$ cat config.mk
export PLATFORM = sky130hd
export DESIGN_NAME = tlma_top
export DESIGN_NICKNAME = d
export VERILOG_FILES = /design/src/tlma_pkg.sv /design/src/tlma_top.sv
export SDC_FILE = /design/constraint.sdc
export NUM_CORES = 1
export LEC_CHECK = 0
export ABC_CLOCK_PERIOD_IN_PS = 3550
export BUFFER_PORTS_ARGS = -buffer_cell sky130_fd_sc_hd__buf_4
export CAP_MARGIN = 20
export CORE_MARGIN = 2
export CORE_UTILIZATION = 35
export CTS_BUF_LIST = sky130_fd_sc_hd__clkbuf_16
export DETAILED_ROUTE_END_ITERATION = 16
export PLACE_DENSITY = 0.51
export REMOVE_ABC_BUFFERS = 1
export SLEW_MARGIN = 25
export SYNTH_ARGS = -nofsm -noshare
export SYNTH_HDL_FRONTEND = slang
export SYNTH_HIERARCHICAL = 1
export SYNTH_SLANG_ARGS = --single-unit
$ cat constraint.sdc
create_clock -name clk_sys -period 3.55 [get_ports clk_sys]
set_input_delay 0.1775 -clock clk_sys [delete_from_list [all_inputs] [get_ports clk_sys]]
set_output_delay 0.1775 -clock clk_sys [all_outputs]
set_load 0.02 [all_outputs]
$ cat src/tlma_pkg.sv
package tlma_pkg;
  // physical-layer modes
  localparam logic [1:0] TLMA_MODE_USB3 = 2'h0;
  localparam logic [1:0] TLMA_MODE_DP   = 2'h1;
  localparam logic [1:0] TLMA_MODE_CONC = 2'h2;

  // lane indices
  localparam int TLMA_LANE_N  = 4;
  localparam int TLMA_LANE_00 = 0;
  localparam int TLMA_LANE_01 = 1;
  localparam int TLMA_LANE_10 = 2;
  localparam int TLMA_LANE_11 = 3;

  // lane source codes; dp main links carry their index in the low bits
  localparam logic [2:0] TLMA_SRC_NONE   = 3'h0;
  localparam logic [2:0] TLMA_SRC_USB_TX = 3'h1;
  localparam logic [2:0] TLMA_SRC_USB_RX = 3'h2;
  localparam logic [2:0] TLMA_SRC_ML0    = 3'h4;
  localparam logic [2:0] TLMA_SRC_ML1    = 3'h5;
  localparam logic [2:0] TLMA_SRC_ML2    = 3'h6;
  localparam logic [2:0] TLMA_SRC_ML3    = 3'h7;
  localparam int         TLMA_SRC_DP_BIT = 2;

  // sampled pin vector positions
  localparam int TLMA_PIN_N     = 6;
  localparam int TLMA_PIN_VBUS  = 0;
  localparam int TLMA_PIN_DP    = 1;
  localparam int TLMA_PIN_DM    = 2;
  localparam int TLMA_PIN_CC1   = 3;
  localparam int TLMA_PIN_CC2   = 4;
  localparam int TLMA_PIN_PSEL  = 5;

  // timing
  localparam int TLMA_CLK_PERIOD_PS   = 4000;
  localparam int TLMA_VBUS_SETTLE_NS  = 1000;
  localparam int TLMA_VBUS_SETTLE_CYC =
    (TLMA_VBUS_SETTLE_NS * 1000 + TLMA_CLK_PERIOD_PS - 1) / TLMA_CLK_PERIOD_PS;
  localparam int TLMA_CNT_W = 12;

  localparam int TLMA_FIFO_DEPTH = 32;
  localparam int TLMA_LANE_W     = 10;

  typedef enum logic [4:0] {
    TLMA_ST_DETACHED = 5'h01,
    TLMA_ST_VBUS     = 5'h02,
    TLMA_ST_LINES    = 5'h04,
    TLMA_ST_DATA     = 5'h08,
    TLMA_ST_CHARGER  = 5'h10
  } tlma_att_t;
endpackage

$ cat src/tlma_top.sv
`timescale 1ns/10ps

module tlma_fifo #(
  parameter int W     = 10,
  parameter int DEPTH = 32
) (
  // clock and reset
  input  wire logic         clk_sys,
  input  wire logic         rst_n,
  // fill side
  input  wire logic         in_valid,
  output logic              in_ready,
  input  wire logic [W-1:0] in_data,
  // drain side
  output logic              out_valid,
  input  wire logic         out_ready,
  output logic [W-1:0]      out_data
);
  localparam int AW = $clog2(DEPTH);

  logic [W-1:0]  mem_q [DEPTH];
  logic [AW-1:0] wr_q;
  logic [AW-1:0] rd_q;
  logic [AW:0]   cnt_q;
  logic          push;
  logic          pop;

  assign in_ready  = (cnt_q != (AW+1)'(DEPTH));
  assign out_valid = (cnt_q != '0);
  assign push      = in_valid & in_ready;
  assign pop       = out_valid & out_ready;
  assign out_data  = mem_q[rd_q];

  always_ff @(posedge clk_sys) begin
    if (push) mem_q[wr_q] <= in_data;
  end

  always_ff @(posedge clk_sys or negedge rst_n) begin
    if (!rst_n) begin
      wr_q  <= '0;
      rd_q  <= '0;
      cnt_q <= '0;
    end else begin
      if (push) wr_q <= (wr_q == AW'(DEPTH - 1)) ? '0 : wr_q + 1'b1;
      if (pop) rd_q <= (rd_q == AW'(DEPTH - 1)) ? '0 : rd_q + 1'b1;
      cnt_q <= cnt_q + (AW+1)'(push) - (AW+1)'(pop);
    end
  end
endmodule

// Operation
// - usb3 mode, select 0: tx on lane_0_0, rx on lane_0_1, lane_1 idle
// - usb3 mode, select 1: tx on lane_1_0, rx on lane_1_1 only
// - dp mode: all four lanes transmit dp main links, no usb traffic
// - dp mode lane order: sel 0 ml2,ml3,ml1,ml0; sel 1 ml1,ml0,ml2,ml3
// - concurrent: sel 0 usb on lane_0, dp ml1/ml0 on lane_1; sel 1 swaps
// - cc orientation shown on its own tri-state 1.8 v output
// - on attach sense vbus first, then d+/d- to tell data cable from charger
// - the secondary high-speed port works only as a host
module tlma_top
#(
  parameter int LW         = tlma_pkg::TLMA_LANE_W,
  parameter int FIFO_DEPTH = tlma_pkg::TLMA_FIFO_DEPTH
) (
  // clock and reset
  input  wire logic                   clk_sys,
  input  wire logic                   nrst,
  // mode control
  input  wire logic [1:0]             phy_mode,
  input  wire logic                   link_en,
  // attach pins
  input  wire logic                   vbus_sense,
  input  wire logic                   dp_line,
  input  wire logic                   dm_line,
  input  wire logic                   cc1_sense,
  input  wire logic                   cc2_sense,
  input  wire logic                   phy_port_select,
  // orientation pin
  output logic                        cc_orientation_out_o,
  output logic                        cc_orientation_out_oe,
  // attach status
  output logic                        attach_data,
  output logic                        attach_charger,
  output logic                        port_select,
  // secondary high-speed port role
  output logic                        secondary_hs_host,
  output logic                        secondary_hs_pos_pd_en,
  output logic                        secondary_hs_neg_pd_en,
  // usb transmit stream
  input  wire logic                   usb_tx_valid,
  output logic                        usb_tx_ready,
  input  wire logic [LW-1:0]          usb_tx_data,
  // usb receive stream
  output logic                        usb_rx_valid,
  output logic [LW-1:0]               usb_rx_data,
  // dp main links
  input  wire logic [3:0][LW-1:0]     dp_ml_data,
  // lane pairs
  output logic [3:0][LW-1:0]          lane_tx_data,
  output logic [3:0]                  lane_tx_en,
  input  wire logic [3:0][LW-1:0]     lane_rx_data
);
  import tlma_pkg::*;

  logic                  rst_meta_q;
  logic                  rst_n;
  logic [TLMA_PIN_N-1:0] pin_s1_q;
  logic [TLMA_PIN_N-1:0] pin_s2_q;
  logic [TLMA_PIN_N-1:0] pin_s3_q;
  logic [TLMA_PIN_N-1:0] pin_q;
  tlma_att_t             att_q;
  logic [TLMA_CNT_W-1:0] cnt_q;
  logic                  psel_q;
  logic                  orient_q;
  logic                  orient_oe_q;
  logic [3:0][2:0]       route;
  logic                  tx_lane_on;
  logic                  rx_lane_on;
  logic [1:0]            rx_idx;
  logic                  fifo_valid;
  logic [LW-1:0]         fifo_data;
  logic                  fifo_pop;

  // reset release
  always_ff @(posedge clk_sys or negedge nrst) begin
    if (!nrst) begin
      rst_meta_q <= 1'b0;
      rst_n      <= 1'b0;
    end else begin
      rst_meta_q <= 1'b1;
      rst_n      <= rst_meta_q;
    end
  end

  // pin sampling, a change counts once stages two and three agree
  always_ff @(posedge clk_sys or negedge rst_n) begin
    if (!rst_n) begin
      pin_s1_q <= '0;
      pin_s2_q <= '0;
      pin_s3_q <= '0;
      pin_q    <= '0;
    end else begin
      pin_s1_q <= {phy_port_select, cc2_sense, cc1_sense,
                   dm_line, dp_line, vbus_sense};
      pin_s2_q <= pin_s1_q;
      pin_s3_q <= pin_s2_q;
      for (int i = 0; i < TLMA_PIN_N; i++) begin
        if (pin_s2_q[i] == pin_s3_q[i]) begin
          pin_q[i] <= pin_s3_q[i];
        end
      end
    end
  end

  // attach classification
  always_ff @(posedge clk_sys or negedge rst_n) begin
    if (!rst_n) begin
      att_q <= TLMA_ST_DETACHED;
      cnt_q <= '0;
    end else begin
      unique case (att_q)
        TLMA_ST_DETACHED: begin
          cnt_q <= '0;
          if (pin_q[TLMA_PIN_VBUS]) att_q <= TLMA_ST_VBUS;
        end
        TLMA_ST_VBUS: begin
          if (!pin_q[TLMA_PIN_VBUS]) begin
            att_q <= TLMA_ST_DETACHED;
          end else if (cnt_q == TLMA_CNT_W'(TLMA_VBUS_SETTLE_CYC - 1)) begin
            att_q <= TLMA_ST_LINES;
          end else begin
            cnt_q <= cnt_q + 1'b1;
          end
        end
        TLMA_ST_LINES: begin
          if (!pin_q[TLMA_PIN_VBUS]) begin
            att_q <= TLMA_ST_DETACHED;
          end else if (!pin_q[TLMA_PIN_DP] && !pin_q[TLMA_PIN_DM]) begin
            att_q <= TLMA_ST_DATA;
          end else begin
            att_q <= TLMA_ST_CHARGER;
          end
        end
        TLMA_ST_DATA, TLMA_ST_CHARGER: begin
          if (!pin_q[TLMA_PIN_VBUS]) att_q <= TLMA_ST_DETACHED;
        end
        default: att_q <= TLMA_ST_DETACHED;
      endcase
    end
  end

  assign attach_data    = (att_q == TLMA_ST_DATA);
  assign attach_charger = (att_q == TLMA_ST_CHARGER);

  // orientation report on the tri-state pin
  always_ff @(posedge clk_sys or negedge rst_n) begin
    if (!rst_n) begin
      orient_q    <= 1'b0;
      orient_oe_q <= 1'b0;
    end else begin
      orient_q    <= pin_q[TLMA_PIN_CC2] & ~pin_q[TLMA_PIN_CC1];
      orient_oe_q <= pin_q[TLMA_PIN_CC1] ^ pin_q[TLMA_PIN_CC2];
    end
  end
  assign cc_orientation_out_o  = orient_q;
  assign cc_orientation_out_oe = orient_oe_q;

  // lane select tracks the pin only while the link is down
  always_ff @(posedge clk_sys or negedge rst_n) begin
    if (!rst_n) begin
      psel_q <= 1'b0;
    end else if (!link_en) begin
      psel_q <= pin_q[TLMA_PIN_PSEL];
    end
  end
  assign port_select = psel_q;

  // secondary port: host pull-downs only, no device pull-up path
  always_ff @(posedge clk_sys or negedge rst_n) begin
    if (!rst_n) begin
      secondary_hs_host      <= 1'b0;
      secondary_hs_pos_pd_en <= 1'b0;
      secondary_hs_neg_pd_en <= 1'b0;
    end else begin
      secondary_hs_host      <= 1'b1;
      secondary_hs_pos_pd_en <= 1'b1;
      secondary_hs_neg_pd_en <= 1'b1;
    end
  end

  // lane routing table
  always_comb begin
    route = {4{TLMA_SRC_NONE}};
    unique case ({phy_mode, psel_q})
      {TLMA_MODE_USB3, 1'b0}: begin
        route[TLMA_LANE_00] = TLMA_SRC_USB_TX;
        route[TLMA_LANE_01] = TLMA_SRC_USB_RX;
      end
      {TLMA_MODE_USB3, 1'b1}: begin
        route[TLMA_LANE_10] = TLMA_SRC_USB_TX;
        route[TLMA_LANE_11] = TLMA_SRC_USB_RX;
      end
      {TLMA_MODE_DP, 1'b0}: begin
        route[TLMA_LANE_00] = TLMA_SRC_ML2;
        route[TLMA_LANE_01] = TLMA_SRC_ML3;
        route[TLMA_LANE_10] = TLMA_SRC_ML1;
        route[TLMA_LANE_11] = TLMA_SRC_ML0;
      end
      {TLMA_MODE_DP, 1'b1}: begin
        route[TLMA_LANE_00] = TLMA_SRC_ML1;
        route[TLMA_LANE_01] = TLMA_SRC_ML0;
        route[TLMA_LANE_10] = TLMA_SRC_ML2;
        route[TLMA_LANE_11] = TLMA_SRC_ML3;
      end
      {TLMA_MODE_CONC, 1'b0}: begin
        route[TLMA_LANE_00] = TLMA_SRC_USB_TX;
        route[TLMA_LANE_01] = TLMA_SRC_USB_RX;
        route[TLMA_LANE_10] = TLMA_SRC_ML1;
        route[TLMA_LANE_11] = TLMA_SRC_ML0;
      end
      {TLMA_MODE_CONC, 1'b1}: begin
        route[TLMA_LANE_00] = TLMA_SRC_ML1;
        route[TLMA_LANE_01] = TLMA_SRC_ML0;
        route[TLMA_LANE_10] = TLMA_SRC_USB_TX;
        route[TLMA_LANE_11] = TLMA_SRC_USB_RX;
      end
      default: route = {4{TLMA_SRC_NONE}};
    endcase
  end

  always_comb begin
    tx_lane_on = 1'b0;
    rx_lane_on = 1'b0;
    rx_idx     = 2'h0;
    for (int i = 0; i < TLMA_LANE_N; i++) begin
      if (route[i] == TLMA_SRC_USB_TX) begin
        tx_lane_on = link_en;
      end
      if (route[i] == TLMA_SRC_USB_RX) begin
        rx_lane_on = link_en;
        rx_idx     = 2'(i);
      end
    end
  end

  // usb transmit buffer, stalls when no lane carries usb
  assign fifo_pop = fifo_valid & tx_lane_on;

  tlma_fifo #(
    .W     (LW),
    .DEPTH (FIFO_DEPTH)
  ) u_tx_fifo (
    .clk_sys   (clk_sys),
    .rst_n     (rst_n),
    .in_valid  (usb_tx_valid),
    .in_ready  (usb_tx_ready),
    .in_data   (usb_tx_data),
    .out_valid (fifo_valid),
    .out_ready (tx_lane_on),
    .out_data  (fifo_data)
  );

  // per-lane transmit registers
  for (genvar g = 0; g < TLMA_LANE_N; g++) begin : g_lane
    always_ff @(posedge clk_sys or negedge rst_n) begin
      if (!rst_n) begin
        lane_tx_data[g] <= '0;
        lane_tx_en[g]   <= 1'b0;
      end else if (!link_en) begin
        lane_tx_data[g] <= '0;
        lane_tx_en[g]   <= 1'b0;
      end else if (route[g][TLMA_SRC_DP_BIT]) begin
        lane_tx_data[g] <= dp_ml_data[route[g][1:0]];
        lane_tx_en[g]   <= 1'b1;
      end else if (route[g] == TLMA_SRC_USB_TX) begin
        lane_tx_data[g] <= fifo_pop ? fifo_data : '0;
        lane_tx_en[g]   <= 1'b1;
      end else begin
        lane_tx_data[g] <= '0;
        lane_tx_en[g]   <= 1'b0;
      end
    end
  end

  // usb receive capture from the assigned lane
  always_ff @(posedge clk_sys or negedge rst_n) begin
    if (!rst_n) begin
      usb_rx_valid <= 1'b0;
      usb_rx_data  <= '0;
    end else begin
      usb_rx_valid <= rx_lane_on;
      usb_rx_data  <= rx_lane_on ? lane_rx_data[rx_idx] : '0;
    end
  end
endmodule

* After elaboration in Yosys (flattened, before gate mapping) *
Memory sizes are Yosys's and may differ from the RTL's.
Index checks and enable logic that the tools add are counted.
W data, S select, Z words.

storage, ports and cells
  bits in registers = 118
  bits in writable memories = 320
  input bits = 102
  output and inout bits = 64
  logic and storage cells = 155
  memories = 1

cells by class
  $add $sub $neg = 5
  magnitude comparators = 5
  eq/ne operators = 33
  mux-type cells = 63
  bitwise gates (word level) = 5
  reductions and logical operators = 13

memory list
  memory           depth  bits a word  rd ports  clocked after Yosys merged registers in  wr ports  RTL line        RTL
  u_tx_fifo.mem_q  32     10           1         0                                        1         tlma_top.sv:21  logic [W-1:0] mem_q [DEPTH];

operator list
  cell                     number
  $mux W10                 19
  $bmux W10 S2             5
  $mux W5                  8
  $pmux W6 S3              2
  $mux W12                 2
  $pmux W12 S2             1
  $mux W1                  23
  $pmux W5 S4              1
  $eq A3 B2 Y1 const B     6
  $eq A3 B1 Y1 const B     5
  $eq A5 B5 Y1 const B     3
  $lt A2 B3 Y1 const B     5
  $add A12 B1 Y12 const B  1
  $eq A12 B8 Y1 const B    1
  $add A5 B1 Y5 const B    2
  $reduce_or A2 Y1         5
  $ne A2 B2 Y1 const B     4
  $add A6 B1 Y6            1
  $eq A1 B1 Y1             6
  $eq A3 B3 Y1 const B     2
  $ne A6 B6 Y1 const B     1
  $reduce_and A3 Y1        2
  $reduce_bool A6 Y1       1
  $sub A6 B1 Y6            1
  other kinds (13)         17

* Longest topological paths before layout *
  word-level depth = 13
  gate-level depth with buffers = 14
  mapped depth without buffers = 13

* Hierarchy *
The synthesis kept the hierarchy.

by module, submodules not included
  module     times used  cells an instance  area an instance (sq um)
  tlma_fifo  1           630                13271.5
  tlma_top   1           407                4431.8

* Least setup slack after synthesis *
No wires, ideal clock.

  path kind = register to register
  from = register u_tx_fifo.cnt_q[2]
  to = register u_tx_fifo.cnt_q[5]
  library setup time = 0.099 ns
  arrival time = 2.482 ns
  path slack = 0.969 ns
  cell stages (with the launch flop) = 14
  buffers on the path = 1
  clock period less this slack = 2.581 ns
  path through = dfrtp_1 > inv_1 > ha_1 > nand4bb_1 > and2_1 > buf_2 > inv_1 > ha_1 > inv_1 > ha_1 > a21o_1 > a21oi_1 > nor2_1 > a311oi_1

on the way
  longest elaborated chain between the ends = 4
  elaborated cells on any way between the ends = 6
  those cells by class = add/sub (2); eq/ne (1); bitwise (2); reduce/logical (1)

RTL lines
  item                    RTL line        RTL
  from (decl)             tlma_top.sv:24  logic [AW:0] cnt_q;
  from (signal assigned)  tlma_top.sv:46  cnt_q <= cnt_q + (AW+1)'(push) - (AW+1)'(pop);
  $ne A6 B6 Y1            tlma_top.sv:28  assign in_ready = (cnt_q != (AW+1)'(DEPTH));
  net usb_tx_ready        tlma_top.sv:91  output logic usb_tx_ready,
  $and A1 B1 Y1           tlma_top.sv:30  assign push = in_valid & in_ready;
  $add A6 B1 Y6           tlma_top.sv:46
  $sub A6 B1 Y6           tlma_top.sv:46

The timed path passes the listed nets, and every way through them passes these cells.
A chain may end at the register's enable or synchronous reset.

* Worst setup path after layout *
  from = register u_tx_fifo.rd_q[0]
  to = register lane_tx_data[4] (netlist bit)

on the way
  longest elaborated chain between the ends = 5

RTL lines
  item                             RTL line         RTL
  from (decl)                      tlma_top.sv:23   logic [AW-1:0] rd_q;
  from (signal assigned)           tlma_top.sv:45   if (pop) rd_q <= (rd_q == AW'(DEPTH - 1)) ? '0 : rd_q + 1'b1;
  $mem_v2 Z32 W10                  -
  net fifo_data[4]                 tlma_top.sv:121  logic [LW-1:0] fifo_data;
  $mux W10                         tlma_top.sv:316  lane_tx_data[g] <= fifo_pop ? fifo_data : '0;
  $mux W10                         tlma_top.sv:315  end else if (route[g] == TLMA_SRC_USB_TX) begin
  $mux W10                         tlma_top.sv:312  end else if (route[g][TLMA_SRC_DP_BIT]) begin
  $mux W10                         tlma_top.sv:309  end else if (!link_en) begin
  to (signal, indexed assignment)  tlma_top.sv:313  lane_tx_data[g] <= dp_ml_data[route[g][1:0]];
  to (signal, indexed assignment)  tlma_top.sv:316
  to (decl)                        tlma_top.sv:99   output logic [3:0][LW-1:0] lane_tx_data,

The timed path passes the listed nets, and every way through them passes these cells.

==> results.py <==
metrics = {
    "global_route": {
        "grt_pass1_vias": 10500,
        "grt.overflow.total": 0,
        "grt_first_pass_wirelength_mm": 65.0,
        "antenna_found_initial": 0,
        "grt_usage_pct": 16.4,
        "grt_max_degree": 67,
    },
    "synth": {
        "synth-edff-count": 320,
        "yosysMostFrequentCell": "edfxtp_1",
        "ys_ff_latch": 438,
        "synthCells": 1037,
        "syn_avg_cell_area_um2": 17.1,
        "synth_commonest_cells": "edfxtp_1 (320), dfrtp_1 (117), nor2_1 (82)",
        "synthDominantCellAreaShare_pct": 54.3,
        "yosys.area_share.simple_pct": 6.91,
        "ys_top_cells_by_area": "edfxtp_1 (54%), dfrtp_1 (17%), mux4_2 (8.7%), o22ai_1 (2.5%), mux4_1 (1.8%)",
        "synth.area.mux_share_pct": 12.7,
        "synth_warnings": 6,
        "yosysTopAreaCell": "edfxtp_1",
        "synth_area_mm2": 0.0177,
        "yosysSeqAreaShare_pct": 71.0,
        "synth_top_family_by_area": "multiplexers",
        "synth-xor-area-share_pct": 0.445,
        "synthAdderAreaFrac_pct": 1.80,
        "synth_compound_area_share_pct": 4.66,
        "synth_cell_types": 63,
        "ys_async_sr_fraction_pct": 26.9,
        "synth_top_flop_cell": "edfxtp_1",
    },
    "timing": {
        "tightest_slew_ps": 743,
        "maxSlewHeadroom_pct": 50.3,
        "setup_violations": 0,
        "finalCritPeriodShare_pct": 88.1,
        "hold_slack_ps": 32.6,
        "rsz0062_at_grt": "no",
        "slew_viol_final": 0,
        "fin_worst_skew_ps": 21.0,
        "hold_viol_final": 0,
        "post-route-min-period_ps": 3130,
        "clock.fmax_mhz": 320,
    },
    "power_and_ir_drop": {
        "p_per_area_mw_per_mm2": 651,
        "peakVddDrop_mv": 0.299,
        "p_leak_uw": 0.00822,
    },
    "critical_path": {
        "r2r_end": "lane_tx_data[4]$_DFF_PN0_",
        "worst-endpoint-arrival_ps": 3580,
        "required_ps": 4000,
        "path_class": "reg -> reg",
        "cp_max_fo": 53,
        "worst_setup_path_end_kind": "flip-flop",
        "reg2reg_depth": 7,
        "r2r-start": "u_tx_fifo/rd_q[0]$_DFFE_PN0P_",
        "critPathLaunchType": "flip-flop",
        "rrSetupSlack_ps": 420,
        "crit_end": "lane_tx_data[4]$_DFF_PN0_",
        "cp-startpoint": "u_tx_fifo/rd_q[0]$_DFFE_PN0P_",
    },
    "drt": {
        "ant_nets": 0,
        "routed_via_density": 5.05,
        "drc": 0,
        "wl_per_cell_um": 21.1,
        "first_iter_violations": 741,
        "drt-pass1-iter-count": 5,
        "drt_wl_total_mm": 42.7,
        "vias": 10200,
    },
    "cts": {
        "clock_tree.buffer_depth": 3,
        "cts.sinks": 438,
        "h-tree-depth": 2,
        "insertion_delay_ps": 590,
        "cts_tree": "built",
        "cts_root_buf": "clkbuf_16",
        "cts_buffers": 47,
        "clk_pin_slew_worst_paths_ps": 60,
    },
    "cells_and_area": {
        "diodes": 0,
        "nNetsFinal": 1431,
        "nFillCells": 4393,
        "drive_above_1_share_pct": 27.4,
        "final_util_pct": 44.3,
        "synthToLayoutAreaGrowth_pct": 25.2,
    },
    "place": {
        "portBuffers": 145,
        "place_hpwl_mm": 26.6,
        "place.gp.congestion": 0.760,
    },
    "floorplan": {
        "start_util_pct": 35.4,
        "chipWidth_um": 229,
        "die-area_mm2": 0.0524,
        "rows": 82,
        "core_area_mm2": 0.0501,
        "die_h_um": 229,
        "io_pins": 166,
    },
    "flow_run": {
        "maxCapViolCount": 0,
    },
    "run_status": {
        "status": "complete, no violations",
    },
    "min_path": {
        "hold_path_class": "in -> reg",
    },
}
[flip-flops by register name, indices dropped and copies added, names as in the netlist, 4 cells and up]
signal,count
u_tx_fifo/wr_q,5
lane_tx_en,4
u_tx_fifo/rd_q,5
cnt_q,12
u_tx_fifo/mem_q,320
pin_s3_q,6
pin_q,6
pin_s2_q,6
usb_rx_data,10
att_q,5
pin_s1_q,6
u_tx_fifo/cnt_q,6
lane_tx_data,40
[cells by family (layout without fill, tap and decap cells)]
group           after synthesis  after routing
flops                       438            438
buf+inv                      79            388
compound gates              130            130
simple gates                236            236
xor+xnor                      9              9
mux                         118            118
other cells                   1              2
fa+ha+maj                    26             26
[placed cells by master (no fill, tap or decap), types with 7 or more instances in the layout]
| cell type | Yosys | final |
|---|---|---|
| edfxtp_1 | 320 | 320 |
| buf_4 | 2 | 185 |
| dfrtp_1 | 117 | 113 |
| dlygate4sd3_1 | 0 | 87 |
| nor2_1 | 82 | 82 |
| o22ai_1 | 71 | 71 |
| mux4_2 | 68 | 68 |
| clkbuf_16 | 0 | 47 |
| nand2_1 | 45 | 45 |
| inv_1 | 22 | 30 |
| nor3_1 | 24 | 24 |
| ha_1 | 19 | 19 |
| mux2i_1 | 18 | 18 |
| o21ai_0 | 18 | 18 |
| mux2_2 | 18 | 18 |
| a21oi_1 | 18 | 18 |
| nand3_1 | 12 | 12 |
| mux4_1 | 12 | 12 |
| clkinv_1 | 0 | 10 |
| nor2b_1 | 9 | 9 |
| bufinv_16 | 0 | 9 |
| nor4_2 | 9 | 9 |
| nand3b_1 | 8 | 8 |
| or3_1 | 8 | 8 |
| nand2b_1 | 7 | 7 |
| a222oi_1 | 7 | 7 |
| clkinv_2 | 0 | 7 |
[how the worst min path moves through the flow]
stage | start | to | cells past startpoint
after CTS | usb_tx_data[1] | u_tx_fifo/mem_q[30][1]$_DFFE_PP_ | 1
after detailed placement | nrst | rst_meta_q$_DFF_PN0_ | 1
after global routing | usb_tx_data[1] | u_tx_fifo/mem_q[27][1]$_DFFE_PP_ | 1
final | usb_tx_data[6] | u_tx_fifo/mem_q[4][6]$_DFFE_PP_ | 1
after global placement | nrst | rst_meta_q$_DFF_PN0_ | 1
after floorplan | nrst | rst_meta_q$_DFF_PN0_ | 0
[per-stage QoR]
stage | instances | power (uW) | setup WS [ps] | TNS [ps] | cell area, um^2
2_1_floorplan | 984 | 8260 | -971 | -20700 | 17400
3_3_place_gp | 1845 | 9360 | 831 | 0 | 19700
3_5_place_dp | 1845 | 9400 | 810 | 0 | 19700
4_1_cts | 2019 | 14700 | 382 | 0 | 22200
5_1_grt | 2019 | 15100 | 252 | 0 | 22200
6_report | 2019 | 14400 | 423 | 0 | 22200
[final cells by class]
cell class	count	area, um^2	share of cell area (%)
timing repair buffer	276	2340	10.6
inverter	25	93.8	0.423
clock buffer	47	1180	5.31
sequential	438	12600	56.7
clock inverter	40	433	1.95
multi-input combinational	521	4710	21.2
tap	672	841	3.79
[what timing repair did]
item	in CTS	in global routing
buffers inserted	0	0
endpoints found under the hold margin	73	0
resized for setup	0	0
hold buffers	87	0
[metal layers]
layer  wire length, um  global-route usage [%]  part of all wire, %  up-vias
li1                  -                       -                    -     4630
met1             18500                    21.7                   43     5198
met2             21200                    28.0                   50      303
met3              2050                    2.91                  4.8       61
met4               841                    4.30                  2.0        0
met5                 0                       0                    0        -
[critical path, cell delays in order (launching register included)]
cell	delay (ps)
dfrtp_4	420
buf_12	360
mux4_1	660
o22ai_1	390
nor4_2	140
a222oi_1	350
nor2b_1	80
dlygate4sd3_1	550
[power breakdown]
group          internal [uW]  leakage, uW  switching, uW  total (uW)
Combinational           1440      0.00302           1720        3160
Sequential              5880      0.00439            306        6180
Clock                   3070     0.000811           2030        5100
Total                  10400      0.00822           4050       14400
Power figures use the tool's default switching activity.
